===== config.mk =====
export PLATFORM = sky130hd
export DESIGN_NAME = adc_offset_correction_gain_ctrl
export DESIGN_NICKNAME = d
export VERILOG_FILES = /design/src/adc_corr_pkg.sv /design/src/adc_offset_correction_gain_ctrl.sv
export SDC_FILE = /design/constraint.sdc
export NUM_CORES = 1
export LEC_CHECK = 0
export ABC_AREA = 1
export CORE_ASPECT_RATIO = 1.2
export CORE_UTILIZATION = 55
export DETAILED_ROUTE_END_ITERATION = 16
export DONT_BUFFER_PORTS = 1
export PLACE_DENSITY = 0.7
export SKIP_CTS_REPAIR_TIMING = 1
export SYNTH_ARGS = -nofsm -noshare
export SYNTH_HDL_FRONTEND = slang
export SYNTH_SLANG_ARGS = --single-unit

===== constraint.sdc =====
create_clock -name clk_sys -period 6.1 [get_ports clk_sys]
set_input_delay 0.61 -clock clk_sys [delete_from_list [all_inputs] [get_ports clk_sys]]
set_output_delay 0.61 -clock clk_sys [all_outputs]
set_load 0.01 [all_outputs]

===== src/adc_corr_pkg.sv =====
// constants shared by the offset correction and gain control block
// assumes a 32-bit classic wishbone register bus and 11-bit two's complement samples
package adc_corr_pkg;
  localparam int SAMPLE_W = 11;
  localparam int ERR_W = SAMPLE_W + 1;
  localparam int ACC_W = 41;
  localparam int SHIFT_W = 5;
  localparam int FIFO_DEPTH = 8;
  localparam int FIFO_W = 2 * SAMPLE_W;
  localparam int ADR_W = 8;
  // loop time constant: 2^(base + code) sampling clock cycles
  localparam int TC_BASE_SHIFT = 18;
  localparam logic [3:0] TC_CODE_MAX = 4'hb;
  // correction range in input terms, turned into output codes at 0 dB full scale
  localparam int OFFSET_LIMIT_MV = 10;
  localparam int FULL_SCALE_MV = 2000;
  localparam int CODES_PER_FS = 2048;
  localparam int OFFSET_LIMIT_LSB = OFFSET_LIMIT_MV * CODES_PER_FS / FULL_SCALE_MV;
  // gain in half-dB steps, 0 dB to 6 dB
  localparam logic [3:0] GAIN_MAX_STEP = 4'hc;
  localparam logic [3:0] GAIN_RESET = 4'h0;
  // register byte addresses
  localparam logic [ADR_W-1:0] REG_CTRL = 8'h00;
  localparam logic [ADR_W-1:0] REG_EST_A = 8'h04;
  localparam logic [ADR_W-1:0] REG_EST_B = 8'h08;
  localparam logic [ADR_W-1:0] REG_STATUS = 8'h0c;
  // control field positions
  localparam int CTRL_EN_BIT = 0;
  localparam int CTRL_EXTREF_BIT = 1;
  localparam int CTRL_TC_LSB = 4;
  localparam int CTRL_GAIN_LSB = 8;
  // status field positions
  localparam int STAT_LEVEL_LSB = 0;
  localparam int STAT_EMPTY_BIT = 4;
  localparam int STAT_FULL_BIT = 5;
endpackage


===== src/adc_offset_correction_gain_ctrl.sv =====
// offset correction loop, gain and reference selection, output fifo and register slave
// assumes samples arrive on clk_sys from the converter core and leave to output logic
`timescale 1ns/1ps

module corr_fifo #(
  parameter int WIDTH = 22,
  parameter int DEPTH = 8
) (
  input wire logic clk_sys, // sampling clock
  input wire logic sys_rst, // synchronous reset
  input wire logic in_valid, // write request
  output logic in_ready, // space available
  input wire logic [WIDTH-1:0] in_data, // write data
  output logic out_valid, // data available
  input wire logic out_ready, // consumer takes word
  output logic [WIDTH-1:0] out_data, // oldest word
  output logic [$clog2(DEPTH):0] level // words held
);
  localparam int PW = $clog2(DEPTH);
  logic [WIDTH-1:0] mem_reg [DEPTH];
  logic [PW-1:0] wr_reg;
  logic [PW-1:0] rd_reg;
  logic [PW:0] cnt_reg;
  wire push = in_valid && in_ready;
  wire pop = out_valid && out_ready;

  assign in_ready = (cnt_reg != (PW+1)'(DEPTH));
  assign out_valid = (cnt_reg != '0);
  assign out_data = mem_reg[rd_reg];
  assign level = cnt_reg;

  always_ff @(posedge clk_sys) begin
    if (push) begin
      mem_reg[wr_reg] <= in_data;
    end
  end

  always_ff @(posedge clk_sys) begin
    if (sys_rst) begin
      wr_reg <= '0;
      rd_reg <= '0;
      cnt_reg <= '0;
    end else begin
      if (push) wr_reg <= wr_reg + 1'b1;
      if (pop) rd_reg <= rd_reg + 1'b1;
      cnt_reg <= cnt_reg + (PW+1)'(push) - (PW+1)'(pop);
    end
  end
endmodule

module dc_loop
  import adc_corr_pkg::*;
(
  input wire logic clk_sys, // sampling clock
  input wire logic sys_rst, // synchronous reset
  input wire logic update, // accepted sample with estimation running
  input wire logic [SHIFT_W-1:0] shift, // log2 of time constant in cycles
  input wire logic signed [SAMPLE_W-1:0] sample, // raw sample
  output logic signed [SAMPLE_W-1:0] est, // current offset estimate
  output logic signed [SAMPLE_W-1:0] corrected // sample minus estimate
);
  localparam logic signed [ACC_W-1:0] LIM = ACC_W'(OFFSET_LIMIT_LSB);
  localparam logic signed [ERR_W-1:0] OUT_MAX = ERR_W'((1 << (SAMPLE_W-1)) - 1);
  localparam logic signed [ERR_W-1:0] OUT_MIN = -ERR_W'(1 << (SAMPLE_W-1));
  logic signed [ACC_W-1:0] acc_reg;
  logic signed [ACC_W-1:0] acc_next;
  logic signed [SAMPLE_W-1:0] est_reg;

  // first-order loop: est = acc / 2^shift, acc integrates the residual
  wire signed [ACC_W-1:0] est_raw = acc_reg >>> shift;
  wire at_hi = est_raw >= LIM;
  wire at_lo = est_raw <= -LIM;
  // the estimate has its own register and moves only on an update, so a new
  // time constant written while frozen cannot shift the held value
  wire signed [ACC_W-1:0] nxt_raw = acc_next >>> shift;
  wire signed [SAMPLE_W-1:0] est_next = (nxt_raw >= LIM) ? SAMPLE_W'(LIM) :
                                        (nxt_raw <= -LIM) ? -SAMPLE_W'(LIM) :
                                        nxt_raw[SAMPLE_W-1:0];
  assign est = est_reg;
  wire signed [ERR_W-1:0] err = ERR_W'(sample) - ERR_W'(est);
  // hold the integrator at the range edge so it cannot wind up past the limit
  wire clip = (at_hi && !err[ERR_W-1] && err != '0) || (at_lo && err[ERR_W-1]);
  assign acc_next = (update && !clip) ? acc_reg + ACC_W'(err) : acc_reg;
  // straight combinational subtraction: same timing enabled or not
  assign corrected = (err > OUT_MAX) ? OUT_MAX[SAMPLE_W-1:0] :
                     (err < OUT_MIN) ? OUT_MIN[SAMPLE_W-1:0] : err[SAMPLE_W-1:0];

  always_ff @(posedge clk_sys) begin
    if (sys_rst) begin
      acc_reg <= '0;
      est_reg <= '0;
    end else begin
      acc_reg <= acc_next;
      if (update) est_reg <= est_next;
    end
  end

  a_est_frozen: assert property (@(posedge clk_sys) disable iff (sys_rst)
    !update |=> $stable(est))
    else $error("estimate moved without an update");
endmodule

module adc_offset_correction_gain_ctrl #(
  parameter int TC_BASE = adc_corr_pkg::TC_BASE_SHIFT // shorten for simulation
) (
  input wire logic clk_sys, // 25 MHz sampling clock
  input wire logic sys_rst, // synchronous reset, active high
  input wire logic wb_cyc_i, // wishbone cycle
  input wire logic wb_stb_i, // wishbone strobe
  input wire logic wb_we_i, // wishbone write
  input wire logic [adc_corr_pkg::ADR_W-1:0] wb_adr_i, // byte address
  input wire logic [3:0] wb_sel_i, // byte lanes
  input wire logic [31:0] wb_dat_i, // write data
  output logic [31:0] wb_dat_o, // read data
  output logic wb_ack_o, // acknowledge
  input wire logic samp_valid, // converter core sample valid
  output logic samp_ready, // block can take a sample
  input wire logic [adc_corr_pkg::SAMPLE_W-1:0] samp_a, // channel a raw
  input wire logic [adc_corr_pkg::SAMPLE_W-1:0] samp_b, // channel b raw
  output logic out_valid, // corrected pair available
  input wire logic out_ready, // output interface takes pair
  output logic [adc_corr_pkg::SAMPLE_W-1:0] out_a, // channel a corrected
  output logic [adc_corr_pkg::SAMPLE_W-1:0] out_b, // channel b corrected
  output logic [3:0] gain_step, // gain in half-dB steps to analog
  output logic ref_internal, // internal reference generation on
  output logic common_mode_pin_oe // drive common_mode_pin as output
);
  import adc_corr_pkg::*;

  logic en_reg;
  logic ext_ref_reg;
  logic [3:0] tc_reg;
  logic [3:0] gain_reg;
  logic ack_reg;
  logic [31:0] rdat_reg;
  logic [FIFO_W-1:0] fifo_out;
  logic [$clog2(FIFO_DEPTH):0] fifo_level;
  logic signed [SAMPLE_W-1:0] est_a;
  logic signed [SAMPLE_W-1:0] est_b;
  logic signed [SAMPLE_W-1:0] corr_a;
  logic signed [SAMPLE_W-1:0] corr_b;

  // register decode
  wire req = wb_cyc_i && wb_stb_i && !ack_reg;
  wire wr_ctrl = req && wb_we_i && (wb_adr_i == REG_CTRL);
  wire [31:0] ctrl_rd = {20'h0, gain_reg, tc_reg, 2'h0, ext_ref_reg, en_reg};
  wire [31:0] status_rd = {26'h0, !samp_ready, !out_valid, fifo_level};
  wire [31:0] rd_mux = (wb_adr_i == REG_CTRL) ? ctrl_rd :
                       (wb_adr_i == REG_EST_A) ? 32'(signed'(est_a)) :
                       (wb_adr_i == REG_EST_B) ? 32'(signed'(est_b)) :
                       (wb_adr_i == REG_STATUS) ? status_rd : 32'h0;
  wire [3:0] gain_wr = wb_dat_i[CTRL_GAIN_LSB +: 4];
  // values above 6 dB saturate rather than wrap
  wire [3:0] gain_next = (gain_wr > GAIN_MAX_STEP) ? GAIN_MAX_STEP : gain_wr;

  always_ff @(posedge clk_sys) begin
    if (sys_rst) begin
      en_reg <= 1'b0;
      ext_ref_reg <= 1'b0;
      tc_reg <= 4'h0;
      gain_reg <= GAIN_RESET;
      ack_reg <= 1'b0;
      rdat_reg <= 32'h0;
    end else begin
      ack_reg <= req;
      if (req) rdat_reg <= rd_mux;
      if (wr_ctrl && wb_sel_i[0]) begin
        en_reg <= wb_dat_i[CTRL_EN_BIT];
        ext_ref_reg <= wb_dat_i[CTRL_EXTREF_BIT];
        tc_reg <= wb_dat_i[CTRL_TC_LSB +: 4];
      end
      if (wr_ctrl && wb_sel_i[1]) gain_reg <= gain_next;
    end
  end

  assign wb_ack_o = ack_reg;
  assign wb_dat_o = rdat_reg;
  assign gain_step = gain_reg;
  assign ref_internal = !ext_ref_reg;
  assign common_mode_pin_oe = !ext_ref_reg;

  // reserved codes are clamped to the longest constant so the loop stays bounded
  wire [3:0] tc_eff = (tc_reg > TC_CODE_MAX) ? TC_CODE_MAX : tc_reg;
  wire [SHIFT_W-1:0] loop_shift = SHIFT_W'(TC_BASE) + SHIFT_W'(tc_eff);
  wire take = samp_valid && samp_ready;
  wire loop_update = take && en_reg;

  dc_loop u_loop_a (
    .clk_sys(clk_sys),
    .sys_rst(sys_rst),
    .update(loop_update),
    .shift(loop_shift),
    .sample(samp_a),
    .est(est_a),
    .corrected(corr_a)
  );

  dc_loop u_loop_b (
    .clk_sys(clk_sys),
    .sys_rst(sys_rst),
    .update(loop_update),
    .shift(loop_shift),
    .sample(samp_b),
    .est(est_b),
    .corrected(corr_b)
  );

  corr_fifo #(
    .WIDTH(FIFO_W),
    .DEPTH(FIFO_DEPTH)
  ) u_fifo (
    .clk_sys(clk_sys),
    .sys_rst(sys_rst),
    .in_valid(samp_valid),
    .in_ready(samp_ready),
    .in_data({corr_b, corr_a}),
    .out_valid(out_valid),
    .out_ready(out_ready),
    .out_data(fifo_out),
    .level(fifo_level)
  );

  assign out_a = fifo_out[SAMPLE_W-1:0];
  assign out_b = fifo_out[FIFO_W-1:SAMPLE_W];

  // checks
  // residual of each channel before saturation, for the subtraction checks
  wire signed [ERR_W-1:0] diff_a = ERR_W'(signed'(samp_a)) - ERR_W'(est_a);
  wire signed [ERR_W-1:0] diff_b = ERR_W'(signed'(samp_b)) - ERR_W'(est_b);
  wire [SAMPLE_W-1:0] sat_hi = {1'b0, {(SAMPLE_W-1){1'b1}}};
  wire [SAMPLE_W-1:0] sat_lo = {1'b1, {(SAMPLE_W-1){1'b0}}};

  // stream
  a_subtract_exact: assert property (@(posedge clk_sys) disable iff (sys_rst)
    take |-> ERR_W'(corr_a) == diff_a
      || (diff_a > ERR_W'(corr_a) && corr_a == sat_hi)
      || (diff_a < ERR_W'(corr_a) && corr_a == sat_lo))
    else $error("channel a output is not sample minus estimate");
  a_subtract_b: assert property (@(posedge clk_sys) disable iff (sys_rst)
    take |-> ERR_W'(corr_b) == diff_b
      || (diff_b > ERR_W'(corr_b) && corr_b == sat_hi)
      || (diff_b < ERR_W'(corr_b) && corr_b == sat_lo))
    else $error("channel b output is not sample minus estimate");
  a_no_delay: assert property (@(posedge clk_sys) disable iff (sys_rst)
    take && !out_valid |=> out_valid && out_a == $past(corr_a) && out_b == $past(corr_b))
    else $error("corrected sample delayed beyond one register");
  a_out_hold: assert property (@(posedge clk_sys) disable iff (sys_rst)
    out_valid && !out_ready |=> out_valid && $stable(out_a) && $stable(out_b))
    else $error("corrected pair changed before it was taken");
  a_stall_hold: assert property (@(posedge clk_sys) disable iff (sys_rst)
    samp_valid && !samp_ready |=> $stable(est_a) && $stable(est_b))
    else $error("refused sample moved the estimate");
  a_chan_idle: assert property (@(posedge clk_sys) disable iff (sys_rst)
    !take |=> $stable(est_a) && $stable(est_b))
    else $error("estimate moved without a sample");

  // loop
  a_est_limit: assert property (@(posedge clk_sys) disable iff (sys_rst)
    est_a <= SAMPLE_W'(OFFSET_LIMIT_LSB) && est_a >= -SAMPLE_W'(OFFSET_LIMIT_LSB)
      && est_b <= SAMPLE_W'(OFFSET_LIMIT_LSB) && est_b >= -SAMPLE_W'(OFFSET_LIMIT_LSB))
    else $error("offset estimate beyond correction range");
  a_frozen_hold: assert property (@(posedge clk_sys) disable iff (sys_rst)
    !en_reg ##1 !en_reg |-> $stable(est_a) && $stable(est_b))
    else $error("estimate moved while frozen");
  a_tc_hold: assert property (@(posedge clk_sys) disable iff (sys_rst)
    !en_reg && !$past(en_reg) && $changed(tc_reg) |-> $stable(est_a) && $stable(est_b))
    else $error("time constant change moved the frozen estimate");
  a_tc_select: assert property (@(posedge clk_sys) disable iff (sys_rst)
    tc_reg <= TC_CODE_MAX |-> loop_shift == SHIFT_W'(TC_BASE) + SHIFT_W'(tc_reg))
    else $error("time constant shift does not follow code");

  // configuration and reset
  a_reset_state: assert property (@(posedge clk_sys) disable iff (sys_rst)
    $fell(sys_rst) |-> !en_reg && est_a == '0 && est_b == '0 && gain_reg == GAIN_RESET)
    else $error("defaults wrong after reset");
  a_reset_idle: assert property (@(posedge clk_sys) disable iff (sys_rst)
    $fell(sys_rst) |-> !out_valid && samp_ready && ref_internal && common_mode_pin_oe
      && !wb_ack_o)
    else $error("outputs not idle after reset");
  a_gain_range: assert property (@(posedge clk_sys) disable iff (sys_rst)
    wr_ctrl && wb_sel_i[1] |=> gain_reg <= GAIN_MAX_STEP && gain_step == gain_reg)
    else $error("gain outside 0 to 6 dB");
  a_gain_write: assert property (@(posedge clk_sys) disable iff (sys_rst)
    wr_ctrl && wb_sel_i[1] |=> gain_step == (($past(gain_wr) > GAIN_MAX_STEP) ?
      GAIN_MAX_STEP : $past(gain_wr)))
    else $error("gain does not follow the written step");
  a_gain_hold: assert property (@(posedge clk_sys) disable iff (sys_rst)
    !(wr_ctrl && wb_sel_i[1]) |=> $stable(gain_step))
    else $error("gain moved without a write");
  a_ref_pin: assert property (@(posedge clk_sys) disable iff (sys_rst)
    $rose(ext_ref_reg) |-> !common_mode_pin_oe && !ref_internal)
    else $error("common mode pin still driven in external mode");
endmodule


# Yosys cells after proc, flatten, opt, wreduce, memory -nomap -nowiden
# Memories as Yosys holds them, arrays and structs flattened. A register that Yosys moved wholly into a read port is not among the register bits.
# Index checks and enable logic that the tools add are counted.
# op_classes
n_addsub	9
magnitude_cmp	14
n_eq_ne	4
n_shift	4
mux	20
n_reduce_logical	31
# ops
op	count
41-bit by 5-bit greater-or-equal comparator with 1-bit output (second input constant)	4
41-bit by 5-bit <= comparator with 1-bit output (second input constant)	4
41-bit by 5-bit >>> shifter with 41-bit output	4
32-bit 2-to-1 mux	3
11-bit 2-to-1 mux	8
41-bit by 12-bit adder with 41-bit output	2
41-bit 2-to-1 mux	2
12-bit by 11-bit > comparator with 1-bit output (second input constant)	2
12-bit by 11-bit < comparator with 1-bit output (second input constant)	2
12-bit nonzero test	2
11-bit by 11-bit subtractor with 12-bit output	2
1-bit logical AND	17
8-bit by 4-bit == test with 1-bit output (second input constant)	2
8-bit by 3-bit == test with 1-bit output (second input constant)	1
4-bit > comparator (second input constant)	2
1-bit logical NOT	8
8-bit logical NOT	1
4-bit 2-to-1 mux	2
3-bit by 1-bit adder with 3-bit output (second input constant)	2
3-bit 2-to-1 mux	2
6-bit 2-to-1 mux	1
5-bit by 4-bit adder with 5-bit output (first input constant)	1
4-bit by 1-bit adder with 4-bit output	1
4-bit inequality test (second input constant)	1
other kinds (4)	6
# word_totals
reg_bits	157
ram_bits	176
input_bits	73
out_inout_bits	63
elab_cells	96
n_memories	1
# memory_table
memory	words	width	read_ports	rd_clocked_by_memory_dff	write_ports	line	rtl
u_fifo.mem_reg	8	22	1	1	1	adc_offset_correction_gain_ctrl.sv:20	logic [WIDTH-1:0] mem_reg [DEPTH];

# Longest topological paths before layout
# Gate-level depths: netlist of the first run.
# depth
depth_word	15
mapped_depth	43
ltp_nobuf	43

# Modules after synthesis
# Synthesis of the first run repeated with hierarchy kept, for this count alone.
# hier_totals
hier_cells	5329
hier_area_um2	31898.1
# modules_own_cells
mod	instances	cells_per_inst	area_per_inst_um2	seq_area_each_um2
dc_loop (u_loop_a)	1	2115	10988.0	1041.0
dc_loop (u_loop_b)	1	2115	10978.0	1041.0
corr_fifo	1	855	8333.0	5545.3
adc_offset_correction_gain_ctrl	1	244	1599.0	480.5

# Least setup slack after synthesis of the first run
# Ideal clock, no wire load.
# synth_path
path_type	input-to-reg
start	input samp_a[10] in the netlist's numbering
end	register u_loop_a.est_reg[1] (netlist: u_loop_a.est[1])
setup_ns	0.113
arrival_ns	5.537
t_required_ns	5.987
path_slack_ns	0.450
path_stages	25
path_buffers	0
path_cell_list	ha_1 o21ai_0 ha_1 a21oi_1 o21ai_0 a21oi_1 o21ai_0 a21boi_0 o21bai_1 xnor2_1 nand3_1 nand3_1 nand3_1 nand3_1 nand2_1 o21ai_0 nand2_1 nand2_1 nand2_1 nor2_1 nand2_1 nand2_1 nand2_1 o21ai_1 inv_1
# synth_via
elab_chain_len	12
elab_cells_between_ends	16
cone_classes	add/sub (2); order compare (2); shift (1); mux (3); reduce/logical (8)
# synth_lines
element	line	rtl
start, declared	adc_offset_correction_gain_ctrl.sv:118	input wire logic [adc_corr_pkg::SAMPLE_W-1:0] samp_a,
11-bit by 11-bit subtractor with 12-bit output (*)	adc_offset_correction_gain_ctrl.sv:80	wire signed [ERR_W-1:0] err = ERR_W'(sample) - ERR_W'(est);
parallel branches: the longest is 6 deep, another holds 41-bit by 12-bit adder with 41-bit output	--	
41-bit 2-to-1 mux (*)	adc_offset_correction_gain_ctrl.sv:83	assign acc_next = (update && !clip) ? acc_reg + ACC_W'(err) : acc_reg;
41-bit by 5-bit >>> shifter with 41-bit output (*)	adc_offset_correction_gain_ctrl.sv:75	wire signed [ACC_W-1:0] nxt_raw = acc_next >>> shift;
41-bit by 5-bit <= comparator with 1-bit output	adc_offset_correction_gain_ctrl.sv:77	(nxt_raw <= -LIM) ? -SAMPLE_W'(LIM) :
11-bit 2-to-1 mux	adc_offset_correction_gain_ctrl.sv:77	
11-bit 2-to-1 mux (*)	adc_offset_correction_gain_ctrl.sv:76	wire signed [SAMPLE_W-1:0] est_next = (nxt_raw >= LIM) ? SAMPLE_W'(LIM) :
end signal, assigned	adc_offset_correction_gain_ctrl.sv:94	if (update) est_reg <= est_next;
end, declared	adc_offset_correction_gain_ctrl.sv:67	logic signed [SAMPLE_W-1:0] est_reg;
# Every way passes the cells marked *.
# A chain may end at the register's enable or synchronous reset.

# Final worst setup path of the first run
# layout_path
start	register u_loop_b.est_reg[1] (netlist: u_loop_b.est[1])
end	register u_loop_b.est_reg[2] (netlist: u_loop_b.est[2])
# layout_via
elab_chain_len	12
elab_cells_between_ends	16
cone_classes	add/sub (2); order compare (2); shift (1); mux (3); reduce/logical (8)
# layout_lines
element	line
start, declared	adc_offset_correction_gain_ctrl.sv:67
start signal, assigned	adc_offset_correction_gain_ctrl.sv:94
11-bit by 11-bit subtractor with 12-bit output (*)	adc_offset_correction_gain_ctrl.sv:80
parallel branches: the longest is 6 deep, another holds 41-bit by 12-bit adder with 41-bit output	--
41-bit 2-to-1 mux (*)	adc_offset_correction_gain_ctrl.sv:83
41-bit by 5-bit >>> shifter with 41-bit output (*)	adc_offset_correction_gain_ctrl.sv:75
41-bit by 5-bit <= comparator with 1-bit output	adc_offset_correction_gain_ctrl.sv:77
11-bit 2-to-1 mux	adc_offset_correction_gain_ctrl.sv:77
11-bit 2-to-1 mux (*)	adc_offset_correction_gain_ctrl.sv:76
# Marks and branches as above.

==> impl_metrics.csv, run 1 <==
group,metric,value,unit
outcome,outcome,"finished, final reports clean",
power_and_ir_drop,power_leakage,11.9,nW
sta,worstMarginPinSlew,1.04,ns
synthesis,async_flop_share,0,%
synthesis,syn_nets,4065,
critical_path,cp-start-kind,"register",
critical_path,crit_arrival,6.27,ns
route,drt-initial-drc-count,2529,
power_and_ir_drop,powerDensity,216,nW/um^2
sta,period_minus_slack,5.79,ns
sta,setup_viol_count_final,0,
critical_path,worst_ep_required_time,6.58,ns
synthesis,ys_seq_area_share,31.9,%
sta,finalHoldViolCount,0,
critical_path,critical_path.max_fanout,24,
sta,slew_headroom,30.6,%
sta,setup_slack,0.310,ns
clock_network,cts_tree,"yes",
sta,setup_tns,0,ns
synthesis,synth_cells,3876,
power_and_ir_drop,finalPower,5.87,mW
sta,rsz0062_at_grt,"yes",
critical_path,crit_path_end_kind,"register",
power_and_ir_drop,ir_drop,0.000157,V
hold_path,hold_path.class,"input pin to register",
synthesis,yosysUniqueCellTypes,50,
critical_path,cp_common_cell,"nand2_1",
critical_path,ff2ff_path_depth,32,
critical_path,cpPeakStageDelay,0.46,ns
floorplanning,rows,85,
cells_and_area,nets,3998,
hold_path,holdPathStages,1,
sta,fmax,173,MHz
sta,slew_violations,0,
synthesis,syn_area_per_cell,6.55,um^2
floorplanning,dieHeight,237,um
cells_and_area,largest_reg_flops,176,
placement,dp_hpwl,60900,um
grt,grt_use_total,33.9,%
grt,grt_pass1_wl,126000,um
cells_and_area,syn_to_final_growth,6.93,%
floorplanning,io_pins,136,
placement,routabilityCongestion,1.01,
cells_and_area,fin_util,60.1,%
critical_path,worstSetupPathType,"register to register",
route,drt_pass1_iterations,6,
placement,io_buffers,0,
critical_path,r2r-start,"u_loop_b.est[1]$_SDFFE_PP0P_",
synthesis,post_synth_instance_area,25400,um^2
synthesis,yosys_warnings,0,
clock_network,numCtsBuffers,35,
route,vias,26200,
critical_path,startpoint,"u_loop_b.est[1]$_SDFFE_PP0P_",
clock_network,clk_latency,0.58,ns
sta,fin_hold_ws,0.162,ns
critical_path,critPathBufInv,4,
synthesis,synthFlopType,"edfxtp_1",
clock_network,clk_pin_slew_worst_paths,0.07,ns
placement,preCtsSetupSlack,0.211,ns
floorplanning,die_w,198,um
grt,antenna_found_initial,7,
floorplanning,start_util,56.2,%
critical_path,r2r_slack,0.31,ns
critical_path,crit_slowest_cell,"dfxtp_1",
flow_run,maxCapViolCount,0,
critical_path,cpLargestDelayFamily,"simple AND/OR/NAND/NOR gates",
critical_path,cp.depth,32,
route,post_drt_via_cell_ratio,5.89,
route,wirelength,81100,um
sta,fin_crit_sh,94.9,%
floorplanning,core-area,45200,um^2
grt,grt_pass1_vias,23900,
grt,overflow,0,
synthesis,yosysTopAreaCell,"edfxtp_1",
clock_network,cts_num_sinks,317,
clock_network,clk_path_buf_depth,3,
sta,finalClockSkew,0.0385,ns
synthesis,synth_seq_cells,317,
hold_path,hold_start,"sys_rst",
floorplanning,dieArea,47000,um^2
synthesis,synth_area_leaders,"edfxtp_1, nand3_1, nand2_1",
synthesis,synth_top_area_share,20.8,%
clock_network,htree_levels,2,
route,ant_nets,0,
grt,grt_start_max_net_pins,91,
clock_network,cts-root-buf,"clkbuf_16",
synthesis,synthTopCellsByCount,"nand2_1, nand3_1, nor2_1",
cells_and_area,drive_gt1_share,5.40,%
route,avgRoutedWirePerCell,18.2,um
route,route.detailed.drc,0,
synthesis,synth.most_common_cell,"nand2_1",
synthesis,synth-edff-count,176,
## report_power, final
group          switching (mW)  internal [mW]  total [mW]
Sequential             0.0344           2.40        2.43
Clock                   0.941           1.36        2.30
Combinational           0.808          0.329        1.14
Total                    1.78           4.08        5.87
## per-stage QoR
| step | cell area (um^2) | std cells |
|---|---|---|
| global route | 27200 | 4449 |
| CTS | 27100 | 4444 |
| finish | 27200 | 4449 |
| detailed placement | 25900 | 4380 |
| floorplan | 25400 | 3876 |
| global placement | 25900 | 4380 |
## cells in the final DEF, fill, tap and decap left out, types with 36 or more instances in the layout
master,netlist,routed
nand2_1,924,922
nand3_1,696,696
nor2_1,468,459
inv_1,365,361
o21ai_0,248,238
a21oi_1,212,210
edfxtp_1,176,176
dfxtp_1,141,138
ha_1,111,108
buf_4,30,75
xor2_1,49,49
a31oi_1,47,47
clkbuf_16,0,36
## worst reg2reg max path: cells and delay by family, from the launching register on
family	cells	cell delay, ns
buf+inv	4	0.61
simple gates	22	3.17
xor+xnor	1	0.17
flops	1	0.46
compound gates	3	0.58
fa+ha+maj	2	0.70
## logic make-up after synthesis
kind of cell             after synthesis  share of synthesized area (%)
flip-flops                           317                           31.9
AND/OR/NAND/NOR                     2205                           37.3
buffers and inverters                554                           9.15
XOR/XNOR                              76                           2.62
AO/OA/AOI/OAI                        608                           13.1
adder cells (fa/ha/maj)              116                           5.86
## per-layer routing
layer / global-route usage, % / part of all wire, % / vias to the layer above
li1: - / - / 12900
met1: 43.2 / 42 / 12100
met2: 55.8 / 46 / 1019
met3: 5.45 / 7.3 / 194
met4: 16.0 / 4.5 / 4
met5: 0 / 0.028 / -
## worst paths after layout
check / to
setup / recovery: u_loop_b.est[2]$_SDFFE_PP0P_
hold / removal: u_loop_a.est[9]$_SDFFE_PP0P_
setup reg to reg: u_loop_b.est[2]$_SDFFE_PP0P_
hold reg to reg: register
## final cells by class
cell class                      count  area (um^2)
Timing Repair inverter              1         5.00
Clock inverter                     23          317
Multi-Input combinational cell   3005        15100
Fill cell                        4361        18000
Tap cell                          609          762
Antenna cell                        4         10.0
Clock buffer                       41          920
Sequential cell                   317         8110
Timing Repair Buffer               76          574
Inverter                          373         1400
(Power assumes the default switching activity.)
==> inputs of run 2 (changes only) <==
PLACE_DENSITY = unset   (was 0.7)
PLACE_DENSITY_LB_ADDON = 0.25   (was unset)
SKIP_LAST_GASP = 1   (was unset)
==> run 2 against run 1 <==
Core utilization shrank 0.46 points. Final cell count shrank 0.58%. Critical endpoint unchanged. Power fell by 3.1%. Sequential share of layout area up 0.23 points. Combinational power is 4% lower. Die area unchanged. Final area down 0.76%. Critical path depth is the same. Fmax is 1.5% higher. Hold slack lost 0.039 ns. Largest cell class unchanged.
==> impl_metrics.csv, run 2 (synthesized netlist as in run 1, its figures left out) <==
group,metric,value,unit
outcome,outcome,"finished, final reports clean",
power_and_ir_drop,powerDensity,211,nW/um^2
sta,fin_crit_sh,93.5,%
cells_and_area,largest_reg_flops,176,
route,route.detailed.drc,0,
critical_path,crit_slowest_cell,"nor4_1",
critical_path,crit_path_end_kind,"register",
hold_path,hold_start,"sys_rst",
floorplanning,rows,85,
cells_and_area,regArea,8110,um^2
hold_path,holdPathStages,1,
power_and_ir_drop,swShare,30.0,%
hold_path,holdPathEnd,"u_loop_a.acc_reg[28]$_SDFF_PP0_",
route,vias,25700,
power_and_ir_drop,p_sw,1.71,mW
grt,grt_start_max_net_pins,104,
sta,setup_slack,0.399,ns
critical_path,r2r_slack,0.40,ns
critical_path,worstSetupPathType,"register to register",
power_and_ir_drop,p_comb_share,19.3,%
sta,period_minus_slack,5.70,ns
clock_network,clk_path_buf_depth,3,
sta,worstMarginPinSlew,1.18,ns
grt,grt_pass1_wl,120000,um
clock_network,clk_latency,0.60,ns
power_and_ir_drop,power_leakage,11.8,nW
placement,place_inst,4360,
grt,overflow,0,
grt,grt_pass1_vias,23100,
placement,dp_hpwl,57100,um
cells_and_area,final_cell_count_no_fill,4423,
sta,setup_viol_count_final,0,
grt,grt_use_total,31.8,%
critical_path,crit_arrival,6.22,ns
critical_path,cp_common_cell,"nand2_1",
critical_path,critical_path.max_fanout,28,
power_and_ir_drop,ir_drop,0.000220,V
power_and_ir_drop,clkPwrFrac,37.7,%
placement,dpl_cell_area,25700,um^2
placement,routabilityCongestion,1.02,
floorplanning,io_pins,136,
cells_and_area,drive_gt1_share,4.72,%
sta,fmax,175,MHz
critical_path,worstReg2RegEnd,"u_loop_b.est[2]$_SDFFE_PP0P_",
floorplanning,start_util,56.2,%
sta,finalHoldViolCount,0,
cells_and_area,layout_commonest_cell,"nand2_1",
power_and_ir_drop,pwr-share-seq,43.0,%
floorplanning,dieHeight,237,um
cells_and_area,final_area,27000,um^2
critical_path,worst_ep_required_time,6.62,ns
placement,preCtsSetupSlack,0.250,ns
floorplanning,die_w,198,um
floorplanning,dieArea,47000,um^2
placement,io_buffers,0,
critical_path,ff2ff_path_depth,32,
clock_network,htree_levels,1,
clock_network,cts_tree,"yes",
route,wirelength,76900,um
clock_network,cts_num_sinks,317,
clock_network,cts-root-buf,"clkbuf_16",
sta,slew_violations,0,
floorplanning,core-area,45200,um^2
cells_and_area,nets,3974,
cells_and_area,final_cell_mix,"nand2_1, nand3_1, nor2_1",
route,drt-initial-drc-count,2206,
route,ant_nets,0,
hold_path,hold_path.class,"input pin to register",
flow_run,maxCapViolCount,0,
cells_and_area,nFillCells,4387,
sta,slew_headroom,21.1,%
cells_and_area,syn_to_final_growth,6.12,%
route,drt_pass1_iterations,9,
critical_path,cp-start-kind,"register",
route,post_drt_via_cell_ratio,5.81,
route,avgRoutedWirePerCell,17.4,um
cells_and_area,multiInputGateArea,15100,um^2
grt,antenna_found_initial,3,
critical_path,cpPeakStageDelay,0.42,ns
sta,finalClockSkew,0.0237,ns
clock_network,numCtsBuffers,31,
power_and_ir_drop,p_int,3.98,mW
critical_path,r2r-start,"u_loop_b.est[2]$_SDFFE_PP0P_",
clock_network,clk_pin_slew_worst_paths,0.07,ns
==> run 2: cell type report <==
class | instances | share of cell area [%]
Multi-Input combinational cell | 3006 | 55.9
Sequential cell | 317 | 30.1
Inverter | 373 | 5.19
Clock buffer | 36 | 2.98
Tap cell | 609 | 2.83
Timing Repair Buffer | 56 | 1.70
Clock inverter | 22 | 1.23
Antenna cell | 4 | 0.0371
==> run 2: power by group through the flow <==
stage	Sequential [mW]	Combinational [mW]	Clock, mW
3_3_place_gp	2.49	1.07	0
2_1_floorplan	2.47	0.832	0
6_report	2.45	1.09	2.14
3_5_place_dp	2.49	1.09	0
5_1_grt	2.46	1.24	2.25
4_1_cts	2.45	1.10	2.17
==> run 2: layer usage <==
metal / routed length (um) / up-vias / global-route usage (%)
met2: 35500 / 910 / 52.7
li1: - / 12900 / -
met3: 4780 / 182 / 3.49
met5: 0 / - / 0
met4: 3840 / 0 / 15.5
met1: 32800 / 11700 / 41.0
==> run 2: through the flow <==
| stage | TNS, ns | power, mW | hold slack (ns) | utilization, % |
|---|---|---|---|---|
| 2_1_floorplan | 0 | 3.30 | 0.433 | - |
| 3_3_place_gp | 0 | 3.56 | 0.447 | 56.9 |
| 3_5_place_dp | 0 | 3.59 | 0.453 | 56.9 |
| 4_1_cts | 0 | 5.71 | 0.0775 | 59.5 |
| 5_1_grt | -0.00308 | 5.94 | 0.0872 | 59.6 |
| 6_report | 0 | 5.68 | 0.123 | 59.6 |
==> run 2: worst max path at each step <==
stage	from	cells past startpoint	slack (ns)	end
after detailed placement	samp_a[2]	31	0.25	u_loop_a.est[0]$_SDFFE_PP0P_
after global routing	u_loop_a.est[6]$_SDFFE_PP0P_	34	-0.002	u_loop_a.est[2]$_SDFFE_PP0P_
after CTS	u_loop_a.est[4]$_SDFFE_PP0P_	34	0.32	u_loop_a.est[0]$_SDFFE_PP0P_
after floorplan	samp_a[10]	25	0.45	u_loop_a.est[1]$_SDFFE_PP0P_
after global placement	samp_a[0]	34	0.33	u_loop_a.est[0]$_SDFFE_PP0P_
final	u_loop_b.est[2]$_SDFFE_PP0P_	32	0.40	u_loop_b.est[2]$_SDFFE_PP0P_
==> run 2: worst max-delay path: cells and delay by family, from the launching register on <==
family          cells  cell delay (ns)
compound gates      5             0.90
xor+xnor            1             0.17
fa+ha+maj           2             0.75
buf+inv             4             0.56
flops               1             0.34
simple gates       20             2.87
